**src/rtl/mfpin_cfg.svh**
```systemverilog
// register offsets, codes and field positions for the multifunction pin block
`ifndef MFPIN_CFG_SVH
`define MFPIN_CFG_SVH
`define ADDR_CFG0       12'h000
`define ADDR_CFG1       12'h004
`define ADDR_STAT0      12'h008
`define ADDR_STAT1      12'h00C
`define ADDR_STAT2      12'h010
`define ADDR_IRQ_STAT   12'h014
`define ADDR_IRQ_MASK   12'h018
`define ADDR_PIN_STATE  12'h01C
`define DIR_BIT         7
`define CFG_RESET       8'h00
`define CLKDIV_RATIO    32
`define OUT_LOW         8'h80
`define OUT_HIGH        8'h81
`define OUT_CLKDIV      8'h82
`define OUT_WDOG        8'h83
`define OUT_EE_UP       8'h84
`define OUT_EE_DN       8'h85
`define OUT_EE_FAULT    8'h86
`define OUT_MUL_LOCK    8'h87
`define OUT_MUL_STABLE  8'h88
`define OUT_OUT_LOCK    8'h89
`define OUT_AN_CAL      8'h8A
`define OUT_AN_REF      8'h8B
`define OUT_ALL_LOCK    8'h8C
`define OUT_DA_LOCK     8'h8D
`define OUT_FREE_RUN    8'h90
`define OUT_ACTIVE      8'h91
`define OUT_HOLDOVER    8'h92
`define OUT_SWITCH      8'h93
`define OUT_PH_LOCK     8'h94
`define OUT_FR_LOCK     8'h95
`define OUT_SLEW        8'h96
`define OUT_CLAMP       8'h97
`define OUT_HIST_AVAIL  8'h98
`define OUT_HIST_UPD    8'h99
`define OUT_DIST_SYNC   8'hD0
`define OUT_SOFT_CFG    8'hD1
`define IN_CLR_WDOG     8'h03
`define IN_CLR_IRQ      8'h04
`define IN_HIST_RST     8'h05
`define IN_PH_RST       8'h12
`define IN_PH_INC       8'h13
`define IN_PH_DEC       8'h14
`define IN_MON_A        8'h20
`define IN_MON_B        8'h21
`define IN_VTO_A        8'h30
`define IN_VTO_B        8'h31
`define IN_EN_FIRST_CLOCK_OUTPUT      8'h40
`define IN_EN_SECOND_CLOCK_OUTPUT      8'h41
`define IN_EN_BOTH      8'h46
`define IN_DIST_SYNC    8'h47
`endif

```
**src/rtl/mfpin_pkg.sv**
```systemverilog
// types shared by the multifunction pin block
package mfpin_pkg;
    typedef struct packed {
        logic clr_watchdog;
        logic clr_all_irq;
        logic history_reset;
        logic phase_reset;
        logic phase_inc;
        logic phase_dec;
        logic mon_override_a;
        logic mon_override_b;
        logic force_vto_a;
        logic force_vto_b;
        logic first_clock_output_en;
        logic second_clock_output_en;
        logic dist_sync;
    } ctrl_t;
    typedef struct packed {
        logic [2:0] eeprom;
        logic [6:0] loops;
        logic [6:0] digital_loop;
        logic       freq_clamped;
        logic       history_avail;
        logic       history_updated;
        logic       dist_sync_pulse;
        logic       soft_cfg_busy;
        logic       watchdog;
    } status_t;
endpackage : mfpin_pkg

```
**src/rtl/clk_div.sv**
```systemverilog
// free-running divider, toggles once every half ratio
`include "mfpin_cfg.svh"
module clk_div #(
    parameter int RATIO = `CLKDIV_RATIO
) (
    input  wire logic pclk,
    input  wire logic presetn,
    output logic      div_o
);
    localparam int CW = $clog2(RATIO / 2);
    localparam logic [CW-1:0] LAST = CW'(RATIO / 2 - 1);
    logic [CW-1:0] cnt_q;
    logic [CW-1:0] cnt_d;
    logic          tog_q;
    logic          tog_d;
    always_comb begin
        cnt_d = (cnt_q == LAST) ? '0 : cnt_q + 1'b1;
        tog_d = (cnt_q == LAST) ? ~tog_q : tog_q;
    end
    always_ff @(posedge pclk or negedge presetn) begin
        if (!presetn) begin
            cnt_q <= '0;
            tog_q <= 1'b0;
        end else begin
            cnt_q <= cnt_d;
            tog_q <= tog_d;
        end
    end
    assign div_o = tog_q;
endmodule : clk_div

```
**src/rtl/mfpin_top.sv**
```systemverilog
// multifunction pin function select with apb registers and interrupt
// Contract
// - top config bit selects output or input
// - code 0x82 drives clock divided by 32
// - codes 0x84-0x86 mirror eeprom flags
// - codes 0x87-0x8B mirror loop status bits
// - 0x8C all locks, 0x8D two locks
// - codes 0x90-0x96 mirror digital loop state
// - 0x97 clamp, 0x98/0x99 history flags
// - distribution sync pulse and soft config busy
// - inputs clear watchdog, irqs, history
// - inputs reset, increment, decrement phase offset
// - inputs override reference monitors a, b
// - inputs force validation timeouts a, b
// - inputs enable first, second, both outputs
// - input triggers distribution output sync
`include "mfpin_cfg.svh"
module mfpin_top
    import mfpin_pkg::*;
#(
    parameter int NPINS = 2
) (
    input  wire logic              pclk,
    input  wire logic              presetn,
    input  wire logic              psel,
    input  wire logic              penable,
    input  wire logic              pwrite,
    input  wire logic [11:0]       paddr,
    input  wire logic [31:0]       pwdata,
    output logic      [31:0]       prdata,
    output logic                   pready,
    output logic                   pslverr,
    input  wire status_t           status,
    input  wire logic [NPINS-1:0]  pin_i,
    output logic      [NPINS-1:0]  pin_o,
    output logic      [NPINS-1:0]  pin_oe,
    output ctrl_t                  ctrl,
    output logic                   irq
);
    logic [7:0]       cfg_q   [NPINS];
    logic [7:0]       cfg_d   [NPINS];
    logic [NPINS-1:0] sync_pin;
    logic [NPINS-1:0] out_d;
    logic [NPINS-1:0] out_q;
    logic [NPINS-1:0] oe_d;
    logic [NPINS-1:0] oe_q;
    logic [NPINS-1:0] prev_q;
    logic [NPINS-1:0] prev_d;
    logic [NPINS-1:0] ist_q;
    logic [NPINS-1:0] ist_d;
    logic [NPINS-1:0] imask_q;
    logic [NPINS-1:0] imask_d;
    ctrl_t            ctrl_d;
    ctrl_t            ctrl_q;
    logic [31:0]      rdata_d;
    logic [31:0]      rdata_q;
    logic             slverr_d;
    logic             div_clk;
    logic             wr_en;
    logic             rd_en;

    clk_div #(
        .RATIO (`CLKDIV_RATIO)
    ) u_div (
        .pclk    (pclk),
        .presetn (presetn),
        .div_o   (div_clk)
    );

    for (genvar g = 0; g < NPINS; g++) begin : g_sync
        pin_sync u_sync (
            .pclk    (pclk),
            .presetn (presetn),
            .pin_i   (pin_i[g]),
            .pin_o   (sync_pin[g])
        );
    end

    // maps an output code to its status source; reserved codes give low
    function automatic logic out_sel(input logic [7:0] code, input status_t s,
                                     input logic dv);
        logic r;
        r = 1'b0;
        case (code)
            `OUT_LOW:        r = 1'b0;
            `OUT_HIGH:       r = 1'b1;
            `OUT_CLKDIV:     r = dv;
            `OUT_WDOG:       r = s.watchdog;
            `OUT_EE_UP:      r = s.eeprom[0];
            `OUT_EE_DN:      r = s.eeprom[1];
            `OUT_EE_FAULT:   r = s.eeprom[2];
            `OUT_MUL_LOCK:   r = s.loops[0];
            `OUT_MUL_STABLE: r = s.loops[1];
            `OUT_OUT_LOCK:   r = s.loops[2];
            `OUT_AN_CAL:     r = s.loops[3];
            `OUT_AN_REF:     r = s.loops[4];
            `OUT_ALL_LOCK:   r = s.loops[5];
            `OUT_DA_LOCK:    r = s.loops[6];
            `OUT_FREE_RUN:   r = s.digital_loop[0];
            `OUT_ACTIVE:     r = s.digital_loop[1];
            `OUT_HOLDOVER:   r = s.digital_loop[2];
            `OUT_SWITCH:     r = s.digital_loop[3];
            `OUT_PH_LOCK:    r = s.digital_loop[4];
            `OUT_FR_LOCK:    r = s.digital_loop[5];
            `OUT_SLEW:       r = s.digital_loop[6];
            `OUT_CLAMP:      r = s.freq_clamped;
            `OUT_HIST_AVAIL: r = s.history_avail;
            `OUT_HIST_UPD:   r = s.history_updated;
            `OUT_DIST_SYNC:  r = s.dist_sync_pulse;
            `OUT_SOFT_CFG:   r = s.soft_cfg_busy;
            default:         r = 1'b0;
        endcase
        return r;
    endfunction : out_sel

    // pin outputs and direction
    always_comb begin
        for (int i = 0; i < NPINS; i++) begin
            if (cfg_q[i][`DIR_BIT]) begin
                oe_d[i]  = 1'b1;
                out_d[i] = out_sel(cfg_q[i], status, div_clk);
            end else begin
                oe_d[i]  = 1'b0;
                out_d[i] = 1'b0;
            end
        end
    end

    // input-mode control: pin level acts as the equivalent control bit
    always_comb begin
        ctrl_d = '0;
        for (int i = 0; i < NPINS; i++) begin
            if (!cfg_q[i][`DIR_BIT] && sync_pin[i]) begin
                case (cfg_q[i])
                    `IN_CLR_WDOG:  ctrl_d.clr_watchdog = 1'b1;
                    `IN_CLR_IRQ:   ctrl_d.clr_all_irq = 1'b1;
                    `IN_HIST_RST:  ctrl_d.history_reset = 1'b1;
                    `IN_PH_RST:    ctrl_d.phase_reset = 1'b1;
                    `IN_PH_INC:    ctrl_d.phase_inc = 1'b1;
                    `IN_PH_DEC:    ctrl_d.phase_dec = 1'b1;
                    `IN_MON_A:     ctrl_d.mon_override_a = 1'b1;
                    `IN_MON_B:     ctrl_d.mon_override_b = 1'b1;
                    `IN_VTO_A:     ctrl_d.force_vto_a = 1'b1;
                    `IN_VTO_B:     ctrl_d.force_vto_b = 1'b1;
                    `IN_EN_FIRST_CLOCK_OUTPUT:   ctrl_d.first_clock_output_en = 1'b1;
                    `IN_EN_SECOND_CLOCK_OUTPUT:   ctrl_d.second_clock_output_en = 1'b1;
                    `IN_EN_BOTH: begin
                        ctrl_d.first_clock_output_en  = 1'b1;
                        ctrl_d.second_clock_output_en = 1'b1;
                    end
                    `IN_DIST_SYNC: ctrl_d.dist_sync = 1'b1;
                    default:       ctrl_d = ctrl_d;
                endcase
            end
        end
    end

    assign wr_en = psel && penable && pwrite;
    assign rd_en = psel && !penable && !pwrite;

    // register writes, pin-change events and sticky status
    always_comb begin
        for (int i = 0; i < NPINS; i++) begin
            cfg_d[i] = cfg_q[i];
        end
        imask_d = imask_q;
        ist_d   = ist_q;
        prev_d  = sync_pin;
        if (wr_en) begin
            case (paddr)
                `ADDR_CFG0:     cfg_d[0] = pwdata[7:0];
                `ADDR_CFG1:     cfg_d[NPINS-1] = pwdata[7:0];
                `ADDR_IRQ_MASK: imask_d = pwdata[NPINS-1:0];
                `ADDR_IRQ_STAT: ist_d = ist_q & ~pwdata[NPINS-1:0];
                default:        ist_d = ist_d;
            endcase
        end
        // set after clear so a same-cycle event is not lost
        for (int i = 0; i < NPINS; i++) begin
            if (!cfg_q[i][`DIR_BIT] && (sync_pin[i] != prev_q[i])) begin
                ist_d[i] = 1'b1;
            end
        end
    end

    // read data is registered in setup so the access phase finishes at once
    always_comb begin
        rdata_d  = rdata_q;
        slverr_d = 1'b0;
        if (rd_en) begin
            rdata_d = '0;
            case (paddr)
                `ADDR_CFG0:      rdata_d[7:0] = cfg_q[0];
                `ADDR_CFG1:      rdata_d[7:0] = cfg_q[NPINS-1];
                `ADDR_STAT0:     rdata_d[2:0] = status.eeprom;
                `ADDR_STAT1:     rdata_d[6:0] = status.loops;
                `ADDR_STAT2:     rdata_d[6:0] = status.digital_loop;
                `ADDR_IRQ_STAT:  rdata_d[NPINS-1:0] = ist_q;
                `ADDR_IRQ_MASK:  rdata_d[NPINS-1:0] = imask_q;
                `ADDR_PIN_STATE: rdata_d[NPINS-1:0] = sync_pin;
                default:         rdata_d = '0;
            endcase
        end
        if (psel && penable) begin
            case (paddr)
                `ADDR_CFG0, `ADDR_CFG1, `ADDR_STAT0, `ADDR_STAT1, `ADDR_STAT2,
                `ADDR_IRQ_STAT, `ADDR_IRQ_MASK, `ADDR_PIN_STATE: slverr_d = 1'b0;
                default: slverr_d = 1'b1;
            endcase
        end
    end

    always_ff @(posedge pclk or negedge presetn) begin
        if (!presetn) begin
            for (int i = 0; i < NPINS; i++) begin
                cfg_q[i] <= `CFG_RESET;
            end
            out_q   <= '0;
            oe_q    <= '0;
            prev_q  <= '0;
            ist_q   <= '0;
            imask_q <= '0;
            ctrl_q  <= '0;
            rdata_q <= '0;
        end else begin
            cfg_q   <= cfg_d;
            out_q   <= out_d;
            oe_q    <= oe_d;
            prev_q  <= prev_d;
            ist_q   <= ist_d;
            imask_q <= imask_d;
            ctrl_q  <= ctrl_d;
            rdata_q <= rdata_d;
        end
    end

    assign pin_o   = out_q;
    assign pin_oe  = oe_q;
    assign ctrl    = ctrl_q;
    assign irq     = |(ist_q & imask_q);
    assign prdata  = rdata_q;
    assign pready  = 1'b1;
    assign pslverr = slverr_d;
endmodule : mfpin_top

```
**src/rtl/pin_sync.sv**
```systemverilog
// two-stage synchroniser for an external pin level
module pin_sync (
    input  wire logic pclk,
    input  wire logic presetn,
    input  wire logic pin_i,
    output logic      pin_o
);
    logic meta_q;
    logic meta_d;
    logic sync_q;
    logic sync_d;
    always_comb begin
        meta_d = pin_i;
        sync_d = meta_q;
    end
    always_ff @(posedge pclk or negedge presetn) begin
        if (!presetn) begin
            meta_q <= 1'b0;
            sync_q <= 1'b0;
        end else begin
            meta_q <= meta_d;
            sync_q <= sync_d;
        end
    end
    assign pin_o = sync_q;
endmodule : pin_sync

```
**config.mk**
```make
export PLATFORM = sky130hd
export DESIGN_NAME = mfpin_top
export DESIGN_NICKNAME = d
export VERILOG_FILES = /design/src/rtl/mfpin_pkg.sv /design/src/rtl/clk_div.sv /design/src/rtl/mfpin_top.sv /design/src/rtl/pin_sync.sv
export VERILOG_INCLUDE_DIRS = /design/src /design/src/rtl
export SDC_FILE = /design/constraint.sdc
export NUM_CORES = 1
export LEC_CHECK = 0
export ABC_AREA = 0
export BUFFER_PORTS_ARGS = -buffer_cell sky130_fd_sc_hd__buf_4
export CELL_PAD_IN_SITES_DETAIL_PLACEMENT = 2
export CELL_PAD_IN_SITES_GLOBAL_PLACEMENT = 2
export CORE_UTILIZATION = 25
export CTS_BUF_LIST = sky130_fd_sc_hd__clkbuf_16
export CTS_CLUSTER_DIAMETER = 200
export DETAILED_ROUTE_END_ITERATION = 6
export PLACE_DENSITY_LB_ADDON = 0.12
export REMOVE_ABC_BUFFERS = 1
export SLEW_MARGIN = 20
export SYNTH_ARGS = -nofsm -noshare
export SYNTH_HDL_FRONTEND = slang
export SYNTH_SLANG_ARGS = --single-unit
```
**constraint.sdc**
```tcl
create_clock -name pclk -period 1.8 [get_ports pclk]
set_input_delay 0.36 -clock pclk [delete_from_list [all_inputs] [get_ports pclk]]
set_output_delay 0.36 -clock pclk [all_outputs]
set_load 0.005 [all_outputs]
```
Word-level counts from Yosys, hierarchy flattened
Memories as Yosys holds them, arrays and structs flattened.
Index checks and enable logic that the tools add are counted.
Storage, ports and cells
  bits in read-only memories: 32
  bits in writable memories: 0
  flip-flop bits (word level): 56
  output and inout port bits: 52
  memories: 1
  latch bits: 0
Cells by class
  add/sub/neg operators: 1
  div/mod/pow operators: 0
  reduce and logical (&&, ||, !) cells: 28
  bitwise logic cells: 4
  magnitude comparators: 0
  equal/unequal tests: 88
  $mul: 0
  mux-type cells: 45
  shift operators: 0
Memory list
  (no name shown): depth 32, bits a word 1, rd ports 1, clocked after Yosys merged registers in 0, write ports 0, RTL line mfpin_top.sv:205  | case (paddr)
Operators with widths (number)
  equality test 8 bit (second input constant): 50
  equality test 8 x 6 -> 1 bit (second input constant): 8
  equality test 8 x 7 -> 1 bit (second input constant): 8
  one-hot mux 1 bit (25 select lines): 2
  equality test 12 x 5 -> 1 bit (second input constant): 4
  equality test 8 x 5 -> 1 bit (second input constant): 6
  two-way mux 1 bit: 34
  equality test 8 x 3 -> 1 bit (second input constant): 4
  two-way mux 13 bit: 2
  equality test 12 x 4 -> 1 bit (second input constant): 2
  equality test 8 x 2 -> 1 bit (second input constant): 2
  one-hot mux 2 bit (8 select lines): 1
  one-hot mux 4 bit (4 select lines): 1
  equality test 12 x 3 -> 1 bit (second input constant): 1
  zero test 12 bit: 1
  AND reduction 2 bit: 5
  OR reduction 2 bit: 5
  logical AND 1 bit: 8
  nonzero test 2 bit: 4
  zero test 7 bit: 1
  one-hot mux 1 bit (5 select lines): 1
  adder 4 x 1 -> 4 bit (second input constant): 1
  AND 2 bit: 2
  equality test 4 bit (second input constant): 1
  7 further kinds: 12

Logic depth before layout (Yosys ltp)
Gate-level depths: netlist (run 1).
  depth after elaboration: 6
  depth in mapped cells: 7

Modules after synthesis
Synthesis (run 1) repeated with hierarchy kept, for this count alone.
Second synthesis, totals
  cell total of the unflattened synthesis: 341
  area total of the unflattened synthesis: 3414.5 um2
By module, submodules not included
  mfpin_top: instances 1, cells an instance 322, area an instance 3111.7 um2
  clk_div: instances 1, cells an instance 15, area an instance 202.7 um2
  pin_sync: instances 2, cells an instance 2, area an instance 50.0 um2

Worst setup path after synthesis (run 1)
OpenSTA, ideal clock, no wires.
  path kind: input-to-reg
  from: in paddr[9]
  to: reg cfg_q[10] (netlist bit)
  path buffers: 0
  arrival: 1573 ps
  slack: 102 ps
  stages: 4
  library setup time: 125 ps
  cell sequence: nor4_4 -> nand4_2 -> nor4_4 -> mux2_2
Between the ends
  cells in the longest elaborated chain, start to end: 2
RTL lines
  start: declaration: RTL line mfpin_top.sv:28  | input wire logic [11:0] paddr,
  zero test 12 bit: RTL line mfpin_top.sv:170  | case (paddr)
  AND reduction 2 bit (no line)
  end signal: indexed assignment: RTL line mfpin_top.sv:216  | cfg_q[i] <= `CFG_RESET;
  end signal: assignment: RTL line mfpin_top.sv:226  | cfg_q <= cfg_d;
  end: declaration: RTL line mfpin_top.sv:40  | logic [7:0] cfg_q [NPINS];
Every way passes these cells.
A chain may end at the register's enable or synchronous reset.

Worst setup path in the final report (run 1)
  from: reg cfg_q[0] (netlist bit)
  to: reg out_q[1], in the netlist pin_o[1]
Between the ends
  cells in the longest elaborated chain, start to end: 3
  elaborated cells between the ends (all ways): 27
  those cells by class: eq/ne (25); mux (2)
RTL lines
  equality test 8 bit: RTL line mfpin_top.sv:84  | case (code)
  one-hot mux 1 bit (25 select lines) (*): RTL line mfpin_top.sv:84
  two-way mux 1 bit (*): RTL line mfpin_top.sv:119  | if (cfg_q[i][`DIR_BIT]) begin
  via out_d[1]: RTL line mfpin_top.sv:43  | logic [NPINS-1:0] out_d;
  end signal: assignment: RTL line mfpin_top.sv:227  | out_q <= out_d;
  end: declaration: RTL line mfpin_top.sv:44  | logic [NPINS-1:0] out_q;
Mark *: on every way through the listed nets, which the timed path passes. The rest lies on a longest branch.

==> results.py, run 1 <==
metrics = {
    "run_status": {
        "status": "completed",
    },
    "sta": {
        "maxSlewViolCount": 0,
        "period_share_pct": 94.4,
        "maxSlewHeadroom_pct": 51.2,
        "clock_skew_ns": 0.0147,
        "grt_setup_unrepaired": "true",
        "max_clock_freq_ghz": 0.589,
        "worstMarginPinSlew_ns": 0.732,
        "final.min_clock_period_ns": 1.70,
        "timing.final.setup_violations": 0,
        "finalHoldViolCount": 0,
        "setup_ws_ns": 0.101,
        "finalHoldWorstSlack_ns": 0.121,
    },
    "routing": {
        "wire_per_inst_um": 19.5,
        "drt_iter0_markers": 147,
        "detail_route.first_pass.iterations": 4,
        "wl_um": 12200,
        "detailed_route_via_count": 3082,
        "detail_route.vias_per_cell": 4.95,
        "drtAntennaViolNets": 0,
        "detail_route.drc_violations": 0,
    },
    "placement": {
        "place.detailed.hpwl_um": 9610,
        "place_ws_ns": -0.0442,
        "final_wtd_congestion": 0.844,
        "placement.io_buffers": 76,
    },
    "cts": {
        "cts_max_level": 2,
        "path_clk_slew_ns": 0.08,
        "numClockSinks": 56,
        "clkLatencyLatePin_ns": 0.31,
        "cts-buffers-inserted": 5,
        "clock_tree.root_cell": "sky130_fd_sc_hd__clkbuf_16",
        "cts-root-to-sink-buffers": 2,
        "cts_tree": "yes",
    },
    "critical_path": {
        "worst-r2r-setup-slack_ns": 0.10,
        "critical_path.endpoint_type": "flip-flop",
        "critical_path.startpoint_type": "flip-flop",
        "worst_r2r_startpoint": "cfg_q[0]$_DFFE_PN0P_",
        "critPathRequiredTime_ns": 2.00,
        "worstSetupPathType": "flip-flop to flip-flop",
        "reg2reg_to": "pin_o[1]$_DFF_PN0_",
        "critPathMaxFanout": 8,
        "critPathArrivalTime_ns": 1.90,
        "ff2ff_path_depth": 7,
    },
    "finish": {
        "layout_cell_share_with_drive_strength_beyond_1_pct": 36.5,
        "synthToLayoutAreaGrowth_pct": 33.6,
        "insertedDiodeCount": 0,
        "mostFrequentLayoutCells": "116 x sky130_fd_sc_hd__buf_4, 52 x sky130_fd_sc_hd__dfrtp_1, 25 x sky130_fd_sc_hd__conb_1",
        "design.final.nets": 520,
        "layout.cells.most_common": "sky130_fd_sc_hd__buf_4",
    },
    "die": {
        "die_height_um": 119,
        "ios": 126,
        "start_util_pct": 25.8,
        "std_cell_rows": 42,
        "fp.coreArea_um2": 13300,
        "die_footprint_um2": 14200,
        "floorplan.die.width_um": 119,
    },
    "yosys": {
        "synth.cell_area_um2": 3430,
        "synth_enable_flop_cells": 0,
        "synthesis.area_per_instance_um2": 10.0,
        "yosys_register_bits": 56,
        "ys_seq_area_share_pct": 40.9,
        "synth.lib_cells_used.distinct": 55,
        "synthesis.yosys.warnings": 0,
        "syn_inst": 342,
        "synth-async-reset-ratio_pct": 100,
        "synthFlopType": "sky130_fd_sc_hd__dfrtp_1",
    },
    "hold_path": {
        "path_category_of_the_worst_min_delay_check": "primary input to asynchronous set/reset pin",
    },
    "power_and_ir_drop": {
        "ir_worst_vdd_mv": 0.496,
        "power_density_nw_per_um2": 590,
        "power.leakage_nw": 2.06,
    },
    "grt": {
        "via_count_of_the_first_global_routing_pass": 3301,
        "antenna_found_initial": 0,
        "global_route.usage.total_pct": 17.7,
        "grt_start_max_net_pins": 57,
        "grt-ovfl-total": 0,
        "first_pass_grt_wire_length_um": 18900,
    },
    "run": {
        "drv.max_cap_violation_count": 0,
    },
}
-- synth_stat cells, types with 2 or more instances --
library cell                 n  area [µm²]
sky130_fd_sc_hd__a2bb2oi_1   4        35.0
sky130_fd_sc_hd__a21oi_1    11        55.1
sky130_fd_sc_hd__nor2b_1    10        62.6
sky130_fd_sc_hd__or3_1       4        25.0
sky130_fd_sc_hd__nor3b_1     5        37.5
sky130_fd_sc_hd__mux2i_1    18         180
sky130_fd_sc_hd__and2_1      2        12.5
sky130_fd_sc_hd__o2bb2ai_1   2        17.5
sky130_fd_sc_hd__nand3b_1    8        60.1
sky130_fd_sc_hd__o21ai_0    15        75.1
sky130_fd_sc_hd__or4_1       2        15.0
sky130_fd_sc_hd__o32ai_1     7        61.3
sky130_fd_sc_hd__xor2_1      3        26.3
sky130_fd_sc_hd__o41ai_1     4        35.0
sky130_fd_sc_hd__nand2b_1   11        68.8
sky130_fd_sc_hd__a2111oi_0   2        17.5
sky130_fd_sc_hd__conb_1      2        7.51
sky130_fd_sc_hd__mux4_2      4        90.1
sky130_fd_sc_hd__nor4_4      2        42.5
sky130_fd_sc_hd__nor2_1     16        60.1
sky130_fd_sc_hd__nand4b_1    2        17.5
sky130_fd_sc_hd__a31oi_1     4        25.0
sky130_fd_sc_hd__and3_1      2        12.5
sky130_fd_sc_hd__inv_1       5        18.8
sky130_fd_sc_hd__nor3_1      6        30.0
sky130_fd_sc_hd__nor4b_1     2        17.5
sky130_fd_sc_hd__nand3_1     8        40.0
sky130_fd_sc_hd__a22o_1      2        17.5
sky130_fd_sc_hd__buf_4      25         188
sky130_fd_sc_hd__clkbuf_1    8        30.0
sky130_fd_sc_hd__dfrtp_1    56        1400
sky130_fd_sc_hd__o22ai_1     5        31.3
sky130_fd_sc_hd__buf_2      12        60.1
sky130_fd_sc_hd__mux2_2     20         225
sky130_fd_sc_hd__nand2_1    24        90.1
sky130_fd_sc_hd__xnor2_1     3        26.3
sky130_fd_sc_hd__nand4_1     4        25.0
sky130_fd_sc_hd__a211oi_1    2        15.0
sky130_fd_sc_hd__a22oi_1     4        30.0
-- per-layer routing --
layer	track usage, %	vias up	routed length (µm)	share of wire [%]
li1	-	1416	-	-
met1	23.9	1580	5610	46
met2	28.5	68	5900	48
met3	2.68	18	388	3.2
met4	6.57	0	265	2.2
met5	0	-	0	0
-- what timing repair did --
| item | in CTS | in global routing |
|---|---|---|
| cloned | 0 | 0 |
| endpoints found under the setup margin | 2 | 4 |
| setup buffers | 0 | 1 |
| hold buffers | 0 | 0 |
| resized for setup | 2 | 8 |
-- area by class of cell --
cell class                 count  area [µm²]
clock buffer                   5         125
multi-input combinational    258        1840
sequential                    56        1410
clock inverter                 3        42.5
inverter                       5        18.8
tap                          176         220
timing repair buffer         119         931
fill                        1468        8710
-- logic make-up (layout without fill, tap and decap cells) --
logic type | after synthesis | in the layout | share of synthesized area (%)
and+or+nand+nor | 113 | 113 | 19.4
AOI/OAI and AO/OA | 71 | 71 | 14.4
DFF | 56 | 56 | 40.9
buffers and inverters | 51 | 132 | 8.76
muxes | 42 | 42 | 14.4
xor gates and xnor gates | 6 | 6 | 1.53
other | 2 | 25 | 0.219
adders and majority gates | 1 | 1 | 0.365
-- report_power, final --
part           switching, W  internal [W]  leakage [nW]  total (W)
sequential       0.00000556       0.00126         0.737    0.00127
combinational      0.000153      0.000132          1.24   0.000285
clock              0.000492      0.000659        0.0856    0.00115
total              0.000651       0.00206          2.06    0.00271
-- worst max-delay path, stage by stage (launching register included) --
cell	delay (ns)
sky130_fd_sc_hd__dfrtp_2	0.48
sky130_fd_sc_hd__buf_4	0.19
sky130_fd_sc_hd__buf_4	0.17
sky130_fd_sc_hd__nand2_1	0.09
sky130_fd_sc_hd__o22ai_1	0.10
sky130_fd_sc_hd__a211oi_2	0.22
sky130_fd_sc_hd__o22ai_1	0.12
sky130_fd_sc_hd__a32o_1	0.22
-- worst max-delay path by stage --
| stage | startpoint | endpoint | slack, ns | cells past startpoint |
|---|---|---|---|---|
| 2_1_floorplan | paddr[9] | cfg_q[10]$_DFFE_PN0P_ | 0.10 | 4 |
| 3_5_place_dp | paddr[1] | cfg_q[7]$_DFFE_PN0P_ | -0.04 | 7 |
| 6_report | cfg_q[0]$_DFFE_PN0P_ | pin_o[1]$_DFF_PN0_ | 0.10 | 7 |
| 3_3_place_gp | paddr[9] | cfg_q[14]$_DFFE_PN0P_ | -0.02 | 6 |
| 5_1_grt | cfg_q[2]$_DFFE_PN0P_ | pin_o[1]$_DFF_PN0_ | 0.002 | 7 |
| 4_1_cts | cfg_q[3]$_DFFE_PN0P_ | pin_o[1]$_DFF_PN0_ | 0.002 | 7 |
-- flip-flops by register name (all words and copies together), names as in the netlist --
name	count
g_sync.u_sync.pin_o	2
ist_q	2
prdata	8
u_div.div_o	1
pin_o	2
g_sync.u_sync.meta_q	2
u_div.cnt_q	4
ctrl	13
cfg_q	16
pin_oe	2
prev_q	2
imask_q	2
-- per-stage QoR --
step	instance area, µm²	setup TNS, ns	util [%]	cells	power, W
global route	4580	0	34.5	622	0.00282
CTS	4550	0	34.2	621	0.00274
floorplan	3230	0	-	319	0.00138
finish	4580	0	34.5	622	0.00271
detailed placement	4380	-0.508	32.9	613	0.00158
global placement	4380	-0.141	32.9	613	0.00158
Power figures use the tool's default switching activity.
==> run 2, diff against run 1 <==
--- a/config.mk
+++ b/config.mk
@@ -6,11 +6,11 @@
 export SDC_FILE = /design/constraint.sdc
 export NUM_CORES = 1
 export LEC_CHECK = 0
-export ABC_AREA = 0
+export ABC_AREA = 1
 export BUFFER_PORTS_ARGS = -buffer_cell sky130_fd_sc_hd__buf_4
 export CELL_PAD_IN_SITES_DETAIL_PLACEMENT = 2
 export CELL_PAD_IN_SITES_GLOBAL_PLACEMENT = 2
-export CORE_UTILIZATION = 25
+export CORE_UTILIZATION = 27
 export CTS_BUF_LIST = sky130_fd_sc_hd__clkbuf_16
 export CTS_CLUSTER_DIAMETER = 200
 export DETAILED_ROUTE_END_ITERATION = 6
==> results.py, run 2 <==
metrics = {
    "placement": {
        "detailed_place.area_um2": 4390,
        "final_wtd_congestion": 0.837,
        "place_ws_ns": 0.118,
        "place_inst": 748,
        "placement.io_buffers": 76,
        "place.detailed.hpwl_um": 10900,
    },
    "grt": {
        "first_pass_grt_wire_length_um": 21900,
        "via_count_of_the_first_global_routing_pass": 3929,
        "grt-ovfl-total": 0,
        "antenna_found_initial": 0,
        "global_route.usage.total_pct": 20.5,
        "grt_start_max_net_pins": 35,
    },
    "sta": {
        "final.min_clock_period_ns": 1.68,
        "timing.final.setup_violations": 0,
        "period_share_pct": 93.3,
        "grt_setup_unrepaired": "false",
        "final.setup.tns_ns": 0,
        "finalHoldViolCount": 0,
        "setup_ws_ns": 0.120,
        "max_clock_freq_ghz": 0.595,
        "clock_skew_ns": 0.00867,
        "maxSlewViolCount": 0,
    },
    "yosys": {
        "synth_enable_flop_cells": 0,
        "synthesis.area_per_instance_um2": 7.44,
        "synth.largest_area_cell": "sky130_fd_sc_hd__dfrtp_1",
        "yosys_register_bits": 56,
        "synthesis.yosys.warnings": 0,
        "synthTopCellsByCount": "110 x sky130_fd_sc_hd__nand2_1, 88 x sky130_fd_sc_hd__nand3_1, 65 x sky130_fd_sc_hd__nor2_1, 56 x sky130_fd_sc_hd__dfrtp_1, 37 x sky130_fd_sc_hd__inv_1",
        "synthMostInstantiatedCell": "sky130_fd_sc_hd__nand2_1",
        "synth.cell_area_um2": 3660,
        "synth.lib_cells_used.distinct": 37,
        "post-synth-top-area-fraction_pct": 38.3,
        "post_synth_mux_area_share_pct": 0,
        "synthFlopType": "sky130_fd_sc_hd__dfrtp_1",
        "synthAdderAreaFrac_pct": 0.342,
        "syn_inst": 492,
        "synth_simple_gate_area_share_pct": 38.0,
        "synthesized_area_fraction_occupied_by_ao_oa_aoi_and_oai_cells_pct": 10.3,
        "dominant_combinational_cell_family_by_area_after_synthesis": "simple AND/OR/NAND/NOR gates",
        "synth-async-reset-ratio_pct": 100,
        "ys_seq_area_share_pct": 38.3,
        "synthXorXnorAreaFrac_pct": 0.478,
        "post_synth_main_area_contributors": "sky130_fd_sc_hd__dfrtp_1 38%, sky130_fd_sc_hd__nand3_1 12%, sky130_fd_sc_hd__nand2_1 11%",
    },
    "critical_path": {
        "critical_path.startpoint_type": "flip-flop",
        "critical_path.endpoint_type": "flip-flop",
        "critPathArrivalTime_ns": 1.93,
        "critPathRequiredTime_ns": 2.05,
        "critPathMaxFanout": 5,
        "worstSetupPathType": "flip-flop to flip-flop",
        "worst-r2r-setup-slack_ns": 0.12,
    },
    "routing": {
        "drt_iter0_markers": 95,
        "wire_per_inst_um": 18.0,
        "drtAntennaViolNets": 0,
        "detail_route.first_pass.iterations": 6,
        "detailed_route_via_count": 3621,
        "detail_route.vias_per_cell": 4.78,
        "detail_route.drc_violations": 0,
        "wl_um": 13600,
    },
    "finish": {
        "insertedDiodeCount": 0,
        "synthToLayoutAreaGrowth_pct": 24.2,
        "largest_reg_flops": 16,
        "multi_input_logic_area_um2": 1890,
        "max_flop_register": "cfg_q",
        "num-fill-cells": 1602,
        "design.final.nets": 655,
        "final-instance-count-excl-fill": 757,
        "layout_cell_share_with_drive_strength_beyond_1_pct": 25.3,
        "final-seq-area_um2": 1400,
        "post-route-cell-area_um2": 4550,
        "mostFrequentLayoutCells": "110 x sky130_fd_sc_hd__nand2_1, 90 x sky130_fd_sc_hd__buf_4, 88 x sky130_fd_sc_hd__nand3_1",
        "layout.cells.most_common": "sky130_fd_sc_hd__nand2_1",
    },
    "cts": {
        "cts_max_level": 2,
        "numClockSinks": 56,
        "post_cts.resized_instances": 0,
        "path_clk_slew_ns": 0.08,
        "clock_tree.root_cell": "sky130_fd_sc_hd__clkbuf_16",
        "cts_hold_buffers": 1,
        "cts-root-to-sink-buffers": 2,
        "cts-buffers-inserted": 5,
        "cts_tree": "yes",
        "clkLatencyLatePin_ns": 0.31,
        "postCtsSetupBuffers": 0,
    },
    "die": {
        "start_util_pct": 27.7,
        "die_height_um": 118,
        "ios": 126,
        "fp.coreArea_um2": 13200,
        "die_footprint_um2": 14000,
        "std_cell_rows": 42,
        "floorplan.die.width_um": 118,
    },
    "power_and_ir_drop": {
        "ir_worst_vdd_mv": 0.376,
        "power_density_nw_per_um2": 568,
        "power.leakage_nw": 2.36,
    },
    "run_status": {
        "status": "completed",
    },
    "hold_path": {
        "path_category_of_the_worst_min_delay_check": "primary input to flip-flop",
    },
    "run": {
        "drv.max_cap_violation_count": 0,
    },
}
==> run 2: changes by cell type in the layout (fill, tap and decap cells not counted), moves of 10 or more <==
cell and delta:
sky130_fd_sc_hd__nand3_1 +80, sky130_fd_sc_hd__mux2i_1 -18, sky130_fd_sc_hd__nand2_1 +86, sky130_fd_sc_hd__buf_4 -26, sky130_fd_sc_hd__o21ai_2 +17, sky130_fd_sc_hd__nor2_1 +49, sky130_fd_sc_hd__inv_1 +31, sky130_fd_sc_hd__a21oi_1 -10
sky130_fd_sc_hd__nand2b_1 -11, sky130_fd_sc_hd__mux2_2 -20
==> run 2: path summary, 6_finish.rpt <==
kind                                              startpoint                                end  cells past startpoint
min in group asynchronous                            presetn              prdata[0]$_DFFE_PN0P_                      2
max                                     cfg_q[8]$_DFFE_PN0P_                 pin_o[0]$_DFF_PN0_                      9
max in group asynchronous                            presetn                  ctrl[6]$_DFF_PN0_                      3
min                                                 pin_i[0]  g_sync[0].u_sync.meta_q$_DFF_PN0_                      1
max reg2reg                             cfg_q[8]$_DFFE_PN0P_                 pin_o[0]$_DFF_PN0_                      9
min reg2reg                g_sync[0].u_sync.meta_q$_DFF_PN0_   g_sync[0].u_sync.pin_o$_DFF_PN0_                      0
==> run 2: power by group <==
| part | switching, W | internal [W] | leakage [nW] |
|---|---|---|---|
| clock network | 0.000511 | 0.000531 | 0.0748 |
| logic | 0.000150 | 0.000110 | 1.54 |
| registers | 0.0000125 | 0.00127 | 0.745 |
==> run 2: area by class of cell <==
class                   count  share of cell area, %
clock buffers               5                   2.75
flip-flops and latches     56                   30.8
clock inverters             3                  0.578
well taps                 176                   4.84
repair buffers             92                   15.5
multi-input cells         379                   41.7
inverters                  46                   3.85
==> run 2: critical path: stages, from the launching register on <==
cell and delay, ns:
sky130_fd_sc_hd__dfrtp_1 0.47, sky130_fd_sc_hd__inv_1 0.11, sky130_fd_sc_hd__nand2_1 0.17, sky130_fd_sc_hd__nor2_1 0.40, sky130_fd_sc_hd__nand3_1 0.13, sky130_fd_sc_hd__nand2_1 0.14
sky130_fd_sc_hd__nor2_1 0.06, sky130_fd_sc_hd__nand2_1 0.06, sky130_fd_sc_hd__nor2_1 0.04, sky130_fd_sc_hd__nand2_1 0.05
==> run 2: routing by layer <==
layer  track usage [%]  vias to the layer above  share of wire, %
met1              27.9                     1789                48
met3              3.43                        8               3.7
met4              4.43                        0               1.2
met2              34.0                       81                47
met5                 0                        -                 0
li1                  -                     1743                 -
==> run 2: kinds of logic (layout without fill, tap and decap cells) <==
kind of cell    count (synthesis)  after routing
compound gates                 53             53
xor+xnor                        2              2
fa+ha+maj                       1              1
buf+inv                        80            146
flops                          56             56
other cells                     2             25
simple gates                  298            298
==> run 2: metrics by stage <==
stage,utilization (%),power (W),hold slack [ns]
finish,34.3,0.00258,0.158
global route,34.3,0.00270,0.145
CTS,34.3,0.00263,0.147
floorplan,-,0.00138,0.0644
detailed placement,33.1,0.00157,0.302
global placement,33.1,0.00156,0.297
